## config.mk

```make
export PLATFORM = sky130hd
export DESIGN_NAME = rsc_top
export DESIGN_NICKNAME = d
export VERILOG_FILES = /design/src/hdl/rsc_pkg.sv /design/src/hdl/rsc_top.sv
export SDC_FILE = /design/constraint.sdc
export NUM_CORES = 1
export LEC_CHECK = 0
export ABC_AREA = 1
export BUFFER_PORTS_ARGS = -buffer_cell sky130_fd_sc_hd__buf_2
export CAP_MARGIN = 0
export CORE_MARGIN = 2
export CORE_UTILIZATION = 45
export DETAILED_ROUTE_END_ITERATION = 7
export GPL_TIMING_DRIVEN = 0
export PLACE_DENSITY = 0.69
export SYNTH_ARGS = -nofsm -noshare
export SYNTH_HDL_FRONTEND = slang
export SYNTH_SLANG_ARGS = --single-unit
export TNS_END_PERCENT = 20
```

## constraint.sdc

```tcl
create_clock -name CLK_SYS -period 3.1 [get_ports CLK_SYS]
set_clock_uncertainty 0.15 [all_clocks]
set_input_delay 0.62 -clock CLK_SYS [delete_from_list [all_inputs] [get_ports CLK_SYS]]
set_output_delay 0.62 -clock CLK_SYS [all_outputs]
set_load 0.02 [all_outputs]
```

## src/hdl/rsc_pkg.sv

```systemverilog
// Purpose: Shared constants for the reset strap capture block
// Assumes: APB3 slave, 32-bit data, byte addresses
// Notes:   Strap field positions, register map, settle count
`default_nettype none
package rsc_pkg;

  // ----------------------------------------------------------------
  // Pin widths
  // ----------------------------------------------------------------
  localparam int STRAP_W = 16;
  localparam int USER_W  = 8;
  localparam int ADDR_W  = 12;
  localparam int DATA_W  = 32;

  // ----------------------------------------------------------------
  // Strap field positions
  // ----------------------------------------------------------------
  localparam int SB_DEBOUNCE  = 0;
  localparam int SB_RSVD_LO   = 1;
  localparam int SB_RSVD_HI   = 2;
  localparam int SB_UNMANAGED = 3;
  localparam int SB_ID_LSB    = 4;
  localparam int SB_ID_MSB    = 6;
  localparam int SB_NO_EEPROM = 7;
  localparam int SB_MFG8      = 8;
  localparam int SB_MODDET    = 9;
  localparam int SB_MFG10     = 10;
  localparam int SB_PWRSAVE   = 11;
  localparam int SB_TMO_RST   = 12;
  localparam int SB_MFG_LSB   = 13;
  localparam int SB_MFG_MSB   = 15;

  // Fixed strap values the board must provide
  localparam logic [STRAP_W-1:0] STRAP_FIXED_MASK  = 16'he506;
  localparam logic [STRAP_W-1:0] STRAP_FIXED_VALUE = 16'he106;

  // ----------------------------------------------------------------
  // Status pin positions after initialization
  // ----------------------------------------------------------------
  localparam int ST_INIT_STARTED = 0;
  localparam int ST_SELFTEST     = 1;
  localparam int ST_INIT_DONE    = 2;
  localparam int ST_CHECKSUM_OK  = 3;

  // ----------------------------------------------------------------
  // Register map (byte addresses)
  // ----------------------------------------------------------------
  localparam logic [ADDR_W-1:0] REG_STRAP_CAPTURE  = 12'h000;
  localparam logic [ADDR_W-1:0] REG_USER_READBACK  = 12'h004;
  localparam logic [ADDR_W-1:0] REG_CONFIG_STATUS  = 12'h008;
  localparam logic [ADDR_W-1:0] REG_INIT_STATUS    = 12'h00c;

  // Config status layout
  localparam int CS_VALID     = 0;
  localparam int CS_FAULT     = 1;
  localparam int CS_DEBOUNCE  = 2;
  localparam int CS_UNMANAGED = 3;
  localparam int CS_EEPROM    = 4;
  localparam int CS_MODDET    = 5;
  localparam int CS_PWRSAVE   = 6;
  localparam int CS_TMO_RST   = 7;
  localparam int CS_ID_LSB    = 8;

  // ----------------------------------------------------------------
  // Timing
  // ----------------------------------------------------------------
  localparam int          SETTLE_CYCLES = 4;
  localparam logic [2:0]  SETTLE_LAST   = 3'h3;

  typedef enum logic [1:0] {
    RSC_SETTLE = 2'b00,
    RSC_RUN    = 2'b01
  } rsc_phase_t;

endpackage
`default_nettype wire

```

## src/hdl/rsc_top.sv

```systemverilog
// Purpose: Capture configuration straps at reset, decode them, then drive status pins
// Assumes: Pins settle under external pulls while RESET is high; APB3 master
// Notes:   Straps are latched a few cycles after release, once synchronised
//
// Operation
// - Sample strap test pins and port transmit enables only around reset.
// - Pulled-up pin reads as one, pulled-down pin reads as zero.
// - Strap bit 0 high enables strobe debounce, low disables it.
// - Strap bit 3 low selects lightly managed serial mode with host frames.
// - Strap bit 3 high selects unmanaged mode, blocks host frames, allows EEPROM boot.
// - Strap bits 6 to 4 form the default serial management address.
// - Serial identifier has bit 4 as LSB and bit 6 as MSB.
// - Strap bit 7 high means EEPROM absent, low means installed.
// - Strap bit 9 high enables module detection for hot swap.
// - Strap bit 11 high enables MAC power saving mode.
// - Strap bit 12 high enables timeout-triggered internal reset.
// - Port transmit enables captured as user straps, readable by software.
// - After reset strap pins show init started, self-test, done, checksum good.
//
// The APB slave port and the register offsets are this design's own decisions.
`timescale 1ns/10ps
`default_nettype none

module rsc_top
  import rsc_pkg::*;
(
  input  wire logic               CLK_SYS,
  input  wire logic               RESET,
  // Strap test pins, bidirectional
  input  wire logic [STRAP_W-1:0] STRAP_TEST_PINS_IN,
  output logic      [STRAP_W-1:0] STRAP_TEST_PINS_OUT,
  output logic      [STRAP_W-1:0] STRAP_TEST_PINS_OE,
  // Port transmit enables, sampled as user straps
  input  wire logic [USER_W-1:0]  PORT_TX_ENABLE_PINS_IN,
  // Decoded configuration
  output logic                    CONFIG_VALID,
  output logic                    STRAP_FAULT,
  output logic                    STROBE_DEBOUNCE_EN,
  output logic                    LIGHTLY_MANAGED,
  output logic                    HOST_FRAME_BLOCK,
  output logic                    EEPROM_PRESENT,
  output logic                    EEPROM_BOOT_EN,
  output logic      [2:0]         SERIAL_DEVICE_ID,
  output logic                    MODULE_DETECT_EN,
  output logic                    MAC_POWER_SAVE_EN,
  output logic                    TIMEOUT_RESET_EN,
  output logic      [USER_W-1:0]  USER_STRAP_READBACK,
  // APB slave
  input  wire logic               PSEL,
  input  wire logic               PENABLE,
  input  wire logic               PWRITE,
  input  wire logic [ADDR_W-1:0]  PADDR,
  input  wire logic [DATA_W-1:0]  PWDATA,
  output logic      [DATA_W-1:0]  PRDATA,
  output logic                    PREADY,
  output logic                    PSLVERR
);

  // ----------------------------------------------------------------
  // Declarations
  // ----------------------------------------------------------------
  logic [STRAP_W-1:0] strap_s1;
  logic [STRAP_W-1:0] strap_s2;
  logic [STRAP_W-1:0] strap_s3;
  logic [STRAP_W-1:0] strap_filt;
  logic [USER_W-1:0]  user_s1;
  logic [USER_W-1:0]  user_s2;
  logic [USER_W-1:0]  user_s3;
  logic [USER_W-1:0]  user_filt;

  rsc_phase_t         phase;
  logic [2:0]         settle_cnt;
  logic               latch_now;

  logic [STRAP_W-1:0] strap_cap;
  logic [USER_W-1:0]  user_cap;
  logic               cap_valid;

  logic               sw_selftest;
  logic               sw_init_done;
  logic               sw_checksum_ok;
  logic               init_started;

  logic               apb_setup;
  logic               apb_write;
  logic               addr_ok;
  logic [DATA_W-1:0]  next_prdata;
  logic [DATA_W-1:0]  cfg_word;
  logic [DATA_W-1:0]  init_word;

  // Strap decode results, kept only on latch_now; status pin pattern, driven each cycle in RSC_RUN
  logic               next_fault;
  logic               next_debounce;
  logic               next_unmanaged;
  logic               next_eeprom_present;
  logic               next_eeprom_boot;
  logic [2:0]         next_dev_id;
  logic               next_moddet;
  logic               next_pwrsave;
  logic               next_tmo_rst;
  logic [STRAP_W-1:0] next_status_pins;

  // ----------------------------------------------------------------
  // Functions
  // ----------------------------------------------------------------
  function automatic logic [2:0] dev_id(input logic [STRAP_W-1:0] s);
    dev_id = s[SB_ID_MSB:SB_ID_LSB];
  endfunction

  function automatic logic is_mapped(input logic [ADDR_W-1:0] a);
    is_mapped = (a == REG_STRAP_CAPTURE) || (a == REG_USER_READBACK) ||
                (a == REG_CONFIG_STATUS) || (a == REG_INIT_STATUS);
  endfunction

  // ----------------------------------------------------------------
  // Pin synchronisers
  // ----------------------------------------------------------------
  // No reset here: chain must keep tracking pins while RESET is high
  always_ff @(posedge CLK_SYS) begin
    strap_s1 <= STRAP_TEST_PINS_IN;
    strap_s2 <= strap_s1;
    strap_s3 <= strap_s2;
    user_s1  <= PORT_TX_ENABLE_PINS_IN;
    user_s2  <= user_s1;
    user_s3  <= user_s2;
  end

  // A bit only changes once stages two and three agree
  always_ff @(posedge CLK_SYS) begin
    for (int i = 0; i < STRAP_W; i++) begin
      if (strap_s2[i] == strap_s3[i]) begin
        strap_filt[i] <= strap_s3[i];
      end
    end
    for (int j = 0; j < USER_W; j++) begin
      if (user_s2[j] == user_s3[j]) begin
        user_filt[j] <= user_s3[j];
      end
    end
  end

  // ----------------------------------------------------------------
  // Capture sequencing
  // ----------------------------------------------------------------
  // Pins stay undriven through reset and the settle window
  // Settle covers the three-flop chain and the agreement stage
  always_ff @(posedge CLK_SYS or posedge RESET) begin
    if (RESET) begin
      phase      <= RSC_SETTLE;
      settle_cnt <= 3'h0;
    end else begin
      unique case (phase)
        RSC_SETTLE: begin
          if (settle_cnt == SETTLE_LAST) begin
            phase <= RSC_RUN;
          end else begin
            settle_cnt <= settle_cnt + 3'h1;
          end
        end
        RSC_RUN: begin
          phase <= RSC_RUN;
        end
      endcase
    end
  end

  assign latch_now = (phase == RSC_SETTLE) && (settle_cnt == SETTLE_LAST);

  // Latched once per reset; later pin activity cannot disturb it
  always_ff @(posedge CLK_SYS or posedge RESET) begin
    if (RESET) begin
      strap_cap <= '0;
      user_cap  <= '0;
      cap_valid <= 1'b0;
    end else if (latch_now) begin
      strap_cap <= strap_filt;
      user_cap  <= user_filt;
      cap_valid <= 1'b1;
    end
  end

  // ----------------------------------------------------------------
  // Strap decode
  // ----------------------------------------------------------------
  // Decoded from the filtered pins every cycle
  always_comb begin
    next_fault          = (strap_filt & STRAP_FIXED_MASK) != STRAP_FIXED_VALUE;
    next_debounce       = strap_filt[SB_DEBOUNCE];
    next_unmanaged      = strap_filt[SB_UNMANAGED];
    next_eeprom_present = !strap_filt[SB_NO_EEPROM];
    // Boot load only makes sense without a host on the serial bus
    next_eeprom_boot    = next_unmanaged && next_eeprom_present;
    next_dev_id         = dev_id(strap_filt);
    next_moddet         = strap_filt[SB_MODDET];
    next_pwrsave        = strap_filt[SB_PWRSAVE];
    next_tmo_rst        = strap_filt[SB_TMO_RST];
  end

  // ----------------------------------------------------------------
  // Decoded configuration
  // ----------------------------------------------------------------
  always_ff @(posedge CLK_SYS or posedge RESET) begin
    if (RESET) begin
      CONFIG_VALID       <= 1'b0;
      STRAP_FAULT        <= 1'b0;
      STROBE_DEBOUNCE_EN <= 1'b0;
      LIGHTLY_MANAGED    <= 1'b0;
      HOST_FRAME_BLOCK   <= 1'b0;
      EEPROM_PRESENT     <= 1'b0;
      EEPROM_BOOT_EN     <= 1'b0;
      SERIAL_DEVICE_ID   <= 3'h0;
      MODULE_DETECT_EN   <= 1'b0;
      MAC_POWER_SAVE_EN  <= 1'b0;
      TIMEOUT_RESET_EN   <= 1'b0;
      USER_STRAP_READBACK <= '0;
    end else if (latch_now) begin
      CONFIG_VALID       <= 1'b1;
      // Flags a board that breaks the reserved and manufacturing straps
      STRAP_FAULT        <= next_fault;
      STROBE_DEBOUNCE_EN <= next_debounce;
      LIGHTLY_MANAGED    <= !next_unmanaged;
      HOST_FRAME_BLOCK   <= next_unmanaged;
      EEPROM_PRESENT     <= next_eeprom_present;
      EEPROM_BOOT_EN     <= next_eeprom_boot;
      SERIAL_DEVICE_ID   <= next_dev_id;
      MODULE_DETECT_EN   <= next_moddet;
      MAC_POWER_SAVE_EN  <= next_pwrsave;
      TIMEOUT_RESET_EN   <= next_tmo_rst;
      USER_STRAP_READBACK <= user_filt;
    end
  end

  // ----------------------------------------------------------------
  // Initialization status
  // ----------------------------------------------------------------
  always_ff @(posedge CLK_SYS or posedge RESET) begin
    if (RESET) begin
      init_started <= 1'b0;
    end else if (latch_now) begin
      init_started <= 1'b1;
    end
  end

  // Self-test, done and checksum are reported by the init engine via software
  always_ff @(posedge CLK_SYS or posedge RESET) begin
    if (RESET) begin
      sw_selftest    <= 1'b0;
      sw_init_done   <= 1'b0;
      sw_checksum_ok <= 1'b0;
    end else if (apb_write && (PADDR == REG_INIT_STATUS)) begin
      sw_selftest    <= PWDATA[ST_SELFTEST];
      sw_init_done   <= PWDATA[ST_INIT_DONE];
      sw_checksum_ok <= PWDATA[ST_CHECKSUM_OK];
    end
  end

  // ----------------------------------------------------------------
  // Strap pins as status outputs
  // ----------------------------------------------------------------
  // Reserved status pins 15 to 4 stay low
  always_comb begin
    next_status_pins                  = '0;
    next_status_pins[ST_INIT_STARTED] = init_started;
    next_status_pins[ST_SELFTEST]     = sw_selftest;
    next_status_pins[ST_INIT_DONE]    = sw_init_done;
    next_status_pins[ST_CHECKSUM_OK]  = sw_checksum_ok;
  end

  // Drive only after capture so the pull resistors are never fought
  always_ff @(posedge CLK_SYS or posedge RESET) begin
    if (RESET) begin
      STRAP_TEST_PINS_OUT <= '0;
      STRAP_TEST_PINS_OE  <= '0;
    end else if (phase == RSC_RUN) begin
      STRAP_TEST_PINS_OE  <= '1;
      STRAP_TEST_PINS_OUT <= next_status_pins;
    end
  end

  // ----------------------------------------------------------------
  // APB slave
  // ----------------------------------------------------------------
  // Zero wait states: read data is prepared during the setup phase
  assign apb_setup = PSEL && !PENABLE;
  assign apb_write = PSEL && PENABLE && PWRITE && addr_ok;
  assign PREADY    = 1'b1;

  // Read-only words ignore writes and raise no error
  always_comb begin
    cfg_word = '0;
    cfg_word[CS_VALID]     = cap_valid;
    cfg_word[CS_FAULT]     = STRAP_FAULT;
    cfg_word[CS_DEBOUNCE]  = STROBE_DEBOUNCE_EN;
    cfg_word[CS_UNMANAGED] = HOST_FRAME_BLOCK;
    cfg_word[CS_EEPROM]    = EEPROM_PRESENT;
    cfg_word[CS_MODDET]    = MODULE_DETECT_EN;
    cfg_word[CS_PWRSAVE]   = MAC_POWER_SAVE_EN;
    cfg_word[CS_TMO_RST]   = TIMEOUT_RESET_EN;
    cfg_word[CS_ID_LSB +: 3] = SERIAL_DEVICE_ID;
  end

  always_comb begin
    init_word = '0;
    init_word[ST_INIT_STARTED] = init_started;
    init_word[ST_SELFTEST]     = sw_selftest;
    init_word[ST_INIT_DONE]    = sw_init_done;
    init_word[ST_CHECKSUM_OK]  = sw_checksum_ok;
  end

  always_comb begin
    next_prdata = '0;
    unique case (PADDR)
      REG_STRAP_CAPTURE: next_prdata[STRAP_W-1:0] = strap_cap;
      REG_USER_READBACK: next_prdata[USER_W-1:0]  = user_cap;
      REG_CONFIG_STATUS: next_prdata = cfg_word;
      REG_INIT_STATUS:   next_prdata = init_word;
      default:           next_prdata = '0;
    endcase
  end

  // Address check held from setup through access
  always_ff @(posedge CLK_SYS or posedge RESET) begin
    if (RESET) begin
      addr_ok <= 1'b0;
    end else if (apb_setup) begin
      addr_ok <= is_mapped(PADDR);
    end
  end

  always_ff @(posedge CLK_SYS or posedge RESET) begin
    if (RESET) begin
      PRDATA  <= '0;
      PSLVERR <= 1'b0;
    end else if (apb_setup) begin
      PRDATA  <= PWRITE ? '0 : next_prdata;
      PSLVERR <= !is_mapped(PADDR);
    end else if (!PSEL) begin
      PSLVERR <= 1'b0;
    end
  end

endmodule // rsc_top
`default_nettype wire

```

### Word level (Yosys, flattened, before mapping)

Index checks and enable logic that the tools add are counted.

* bits in registers: 180
* bits of input ports: 73

* reduce and logical (&&, ||, !) cells: 17
* mux-type cells: 7
* bitwise logic cells: 1
* equal/unequal tests: 32
* add/sub/neg operators: 1

Operator list (count)
* $pmux W8 S4: 1
* $eq A1 B1 Y1: 24
* $eq A12 B4 Y1 const B: 2
* $mux W16: 1
* $pmux W8 S2: 1
* $eq A12 B3 Y1 const B: 1
* $logic_not A12 Y1: 1
* $logic_and A1 B1 Y1: 7
* $ne A7 B7 Y1 const B: 1
* $logic_not A1 Y1: 4
* $pmux W2 S2: 1
* $add A3 B1 Y3 const B: 1
* $eq A3 B2 Y1 const B: 1
* $logic_or A1 B1 Y1: 3
* $eq A2 B1 Y1 const B: 1
* $logic_not A2 Y1: 1
* $mux W1: 2
* $mux W2: 1
* $ne A2 B1 Y1 const B: 1
* $ne A2 B2 Y1 const B: 1
* $reduce_and A2 Y1: 1
* $not A1 Y1: 1

### Longest topological paths before layout

* depth after elaboration: 6
* gate-level depth with buffers: 9
* depth with buffers taken out: 9

### Worst setup path before layout

No wires, ideal clock.

* kind: input port to flip-flop
* start point: in PADDR[11]
* end point: reg PSLVERR
* library setup time: 120 ps
* data required time: 2830 ps
* arrival: 1401 ps
* stages on the path: 6
* setup slack: 1429 ps
* cells stage by stage: nor2_1 nand2_1 nor2_4 buf_6 a21oi_1 a31o_2

* cells in the longest elaborated chain, start to end: 6
* elaborated cells on any way between the ends: 9

Ends and longest elaborated chain
* start: declaration: line rsc_top.sv:52 `input wire logic [ADDR_W-1:0] PADDR,`
* $eq A12 B3 Y1 / $logic_not A12 Y1 (equally long branches): line rsc_top.sv:111 `is_mapped = (a == REG_STRAP_CAPTURE) || (a == REG_USER_READBACK) ||`
* $logic_or A1 B1 Y1 (2 in series): line rsc_top.sv:111
* $logic_or A1 B1 Y1 *: line rsc_top.sv:112 `(a == REG_CONFIG_STATUS) || (a == REG_INIT_STATUS);`
* $logic_not A1 Y1 *: line rsc_top.sv:336 `PSLVERR <= !is_mapped(PADDR);`
* $mux W1 *: line rsc_top.sv:334 `end else if (apb_setup) begin`
* end signal: assignment: line rsc_top.sv:336
* end: declaration: line rsc_top.sv:56 `output logic PSLVERR`

Mark *: on every way between the ends. The rest lies on a longest branch, timed or not.
A chain may end at the register's enable or synchronous reset.

### Worst setup path after layout

* start point: reg STRAP_TEST_PINS_OE[0] (netlist name)
* end point: out STRAP_TEST_PINS_OE[4]

RTL lines
* end: declaration: line rsc_top.sv:32 `output logic [STRAP_W-1:0] STRAP_TEST_PINS_OE,`

No word-level cell between the ends.

==> results.py <==
metrics = {
    "route": {
        "drtIter0Drc": 213,
        "drt-total-wl_um": 9690,
        "avgRoutedWirePerCell_um": 12.2,
        "drc_errors": 0,
        "via_count": 3461,
        "antenna_left": 0,
        "drt-pass1-iter-count": 4,
        "viasPerCell": 4.36,
    },
    "grt": {
        "grt_start_max_net_pins": 45,
        "grt_pass1_wl_um": 16200,
        "overflow": 0,
        "grt_pass1_vias": 3394,
        "track_usage": 0.160,
        "antenna_found_initial": 0,
    },
    "final_layout": {
        "n_antenna_cell": 0,
        "drive_gt1_frac": 0.308,
        "layout.nets": 712,
        "final_util": 0.591,
        "area_growth_syn_to_layout_pct": 26.5,
    },
    "outcome": {
        "status": "completed",
    },
    "sta": {
        "finalCritPeriodShare": 0.689,
        "finalSetupTns_ns": 0,
        "drv_slew": 0,
        "rsz0062_at_grt": "false",
        "tightest_slew_ns": 0.513,
        "hold_viol_final": 0,
        "layout_min_cycle_time_ns": 2.14,
        "hold_ws_ns": 0.0376,
        "fmax_mhz": 468,
        "setup_viol": 0,
        "maxSlewHeadroom": 0.658,
    },
    "clocking": {
        "post_cts_buffers": 0,
        "cts_root_buffer": "clkbuf_16",
        "clock_latency_ns": 0.41,
        "cts_tree": "built",
        "clock_sinks": 155,
        "path_clk_slew_ns": 0.06,
        "h-tree-depth": 4,
        "cts_made_buffers": 17,
        "hold_buffers": 0,
        "cts_resized": 0,
        "cts_buffer_depth": 2,
    },
    "worst_setup_path": {
        "startpoint_type": "flip-flop",
        "worstPathArrival_ns": 1.37,
        "ff2ff_path_depth": 7,
        "reg2reg_slack_ns": 1.26,
        "worstPathRequired_ns": 2.33,
        "critPathMaxFanout": 17,
        "crit-reg2reg-capture": "strap_cap[0]",
        "r2r-start": "settle_cnt[0]",
        "critPathKind": "reg2out",
        "endpoint_kind": "output port",
    },
    "place": {
        "place_congestion": 0.788,
        "dp_hpwl_um": 7110,
        "port_buffers": 101,
    },
    "floorplanning": {
        "die_x_um": 113,
        "num_rows": 39,
        "dieHeight_um": 113,
        "num_io_pins": 160,
        "start_util": 0.467,
        "core-area_um2": 11500,
        "dieArea_um2": 12800,
    },
    "yosys": {
        "syn_avg_cell_area_um2": 11.0,
        "synth_area_um2": 5380,
        "synth-main-ff-cell": "dfxtp_1",
        "synth-edff-count": 24,
        "synth_cell_types": 28,
        "ys_ff_latch": 155,
        "yosys_warnings": 0,
        "async_flop_share": 0.381,
        "yosysSeqAreaShare": 0.677,
        "synthCells": 489,
    },
    "power": {
        "leakagePower_nw": 3.33,
        "ir_drop_mv": 0.337,
        "total_power_mw": 4.54,
        "power_density_nw_per_um2": 667,
    },
    "min_path": {
        "hold_class": "in2async",
    },
    "run": {
        "maxCapViolations": 0,
    },
}
per-stage QoR:
step | setup slack (ns) | cell area, um2 | instances
final | 0.963 | 6800 | 793
after global routing | 0.857 | 6800 | 793
after CTS | 0.917 | 6800 | 793
after detailed placement | 1.16 | 6180 | 761
after global placement | 0.194 | 6160 | 760
after floorplan | 0.874 | 5480 | 516
how the worst max path moves through the flow:
stage | from | end | slack, ns | depth (start not counted)
after floorplan | RESET | EEPROM_BOOT_EN | 0.87 | 1
after global placement | RESET | USER_STRAP_READBACK[1] | 0.19 | 2
after detailed placement | PADDR[11] | PRDATA[5] | 1.16 | 9
after CTS | STRAP_TEST_PINS_OE[0] | STRAP_TEST_PINS_OE[4] | 0.92 | 2
after global routing | STRAP_TEST_PINS_OE[0] | STRAP_TEST_PINS_OE[12] | 0.86 | 2
final | STRAP_TEST_PINS_OE[0] | STRAP_TEST_PINS_OE[4] | 0.96 | 2
registers in the layout (all words and copies together) (netlist names), 8 cells and up:
register and count:
PRDATA 16, USER_STRAP_READBACK 8, strap_cap 16, strap_filt 16
strap_s1 16, strap_s2 16, strap_s3 16, user_filt 8
user_s1 8, user_s2 8, user_s3 8
synthesized netlist by cell type (4+ instances only):
cell type  instances  share of area
o21ai_0           12          0.011
edfxtp_1          24           0.13
nand2_1          143           0.10
nand3_1           37          0.034
buf_2              4         0.0037
dfxtp_1           72           0.27
inv_1             20          0.014
dfrtp_1           59           0.27
buf_4             50          0.070
nor2_1            14         0.0098
nor2_4             4         0.0084
xnor2_1           24          0.039
area by class of cell:
cell class	instances	area (um2)
timing repair buffer	102	526
buffer	57	414
clock inverter	9	96.3
tap	143	179
clock buffer	23	522
sequential	155	3640
fill	979	4720
inverter	21	78.8
multi-input combinational	283	1350
power by group:
part,leakage (nW),switching (mW),internal (mW),total (mW)
clock network,0.304,0.792,1.28,2.07
registers,1.57,0.0574,2.17,2.22
logic,1.46,0.140,0.101,0.241
cell families (layout without fill, tap and decap cells):
logic type               after synthesis  count (layout)  share of synthesized area
flip-flops                           155             155                      0.677
buffers and inverters                 78             212                     0.0917
AO/OA/AOI/OAI                         20              20                     0.0198
adder cells (fa/ha/maj)                2               2                    0.00465
XOR/XNOR                              25              25                     0.0407
AND/OR/NAND/NOR                      207             207                      0.165
other                                  2              29                    0.00140
per-layer routing:
layer	vias to the layer above	GRT usage	wire length (um)
met3	15	0.0482	717
met2	120	0.267	4760
li1	1775	-	-
met4	0	0.0683	146
met5	-	0	0
met1	1551	0.194	4070
layout by cell type (no fill, tap or decap), drive strengths merged:
master,instances
xor2,1
ha,2
nand4,1
o21ai,15
bufinv,1
buf,157
inv,23
dfxtp,72
nor2,21
xnor2,24
o31ai,1
nor4,1
or2,1
edfxtp,24
conb,29
nand2,145
nand3,38
clkbuf,25
clkinv,6
a21oi,3
dfrtp,59
a31o,1
worst max-delay path, stage by stage (launching register included):
cell,delay (ns)
dfrtp_1,0.62
buf_4,0.19
buf_2,0.15
Power figures use the tool's default switching activity.
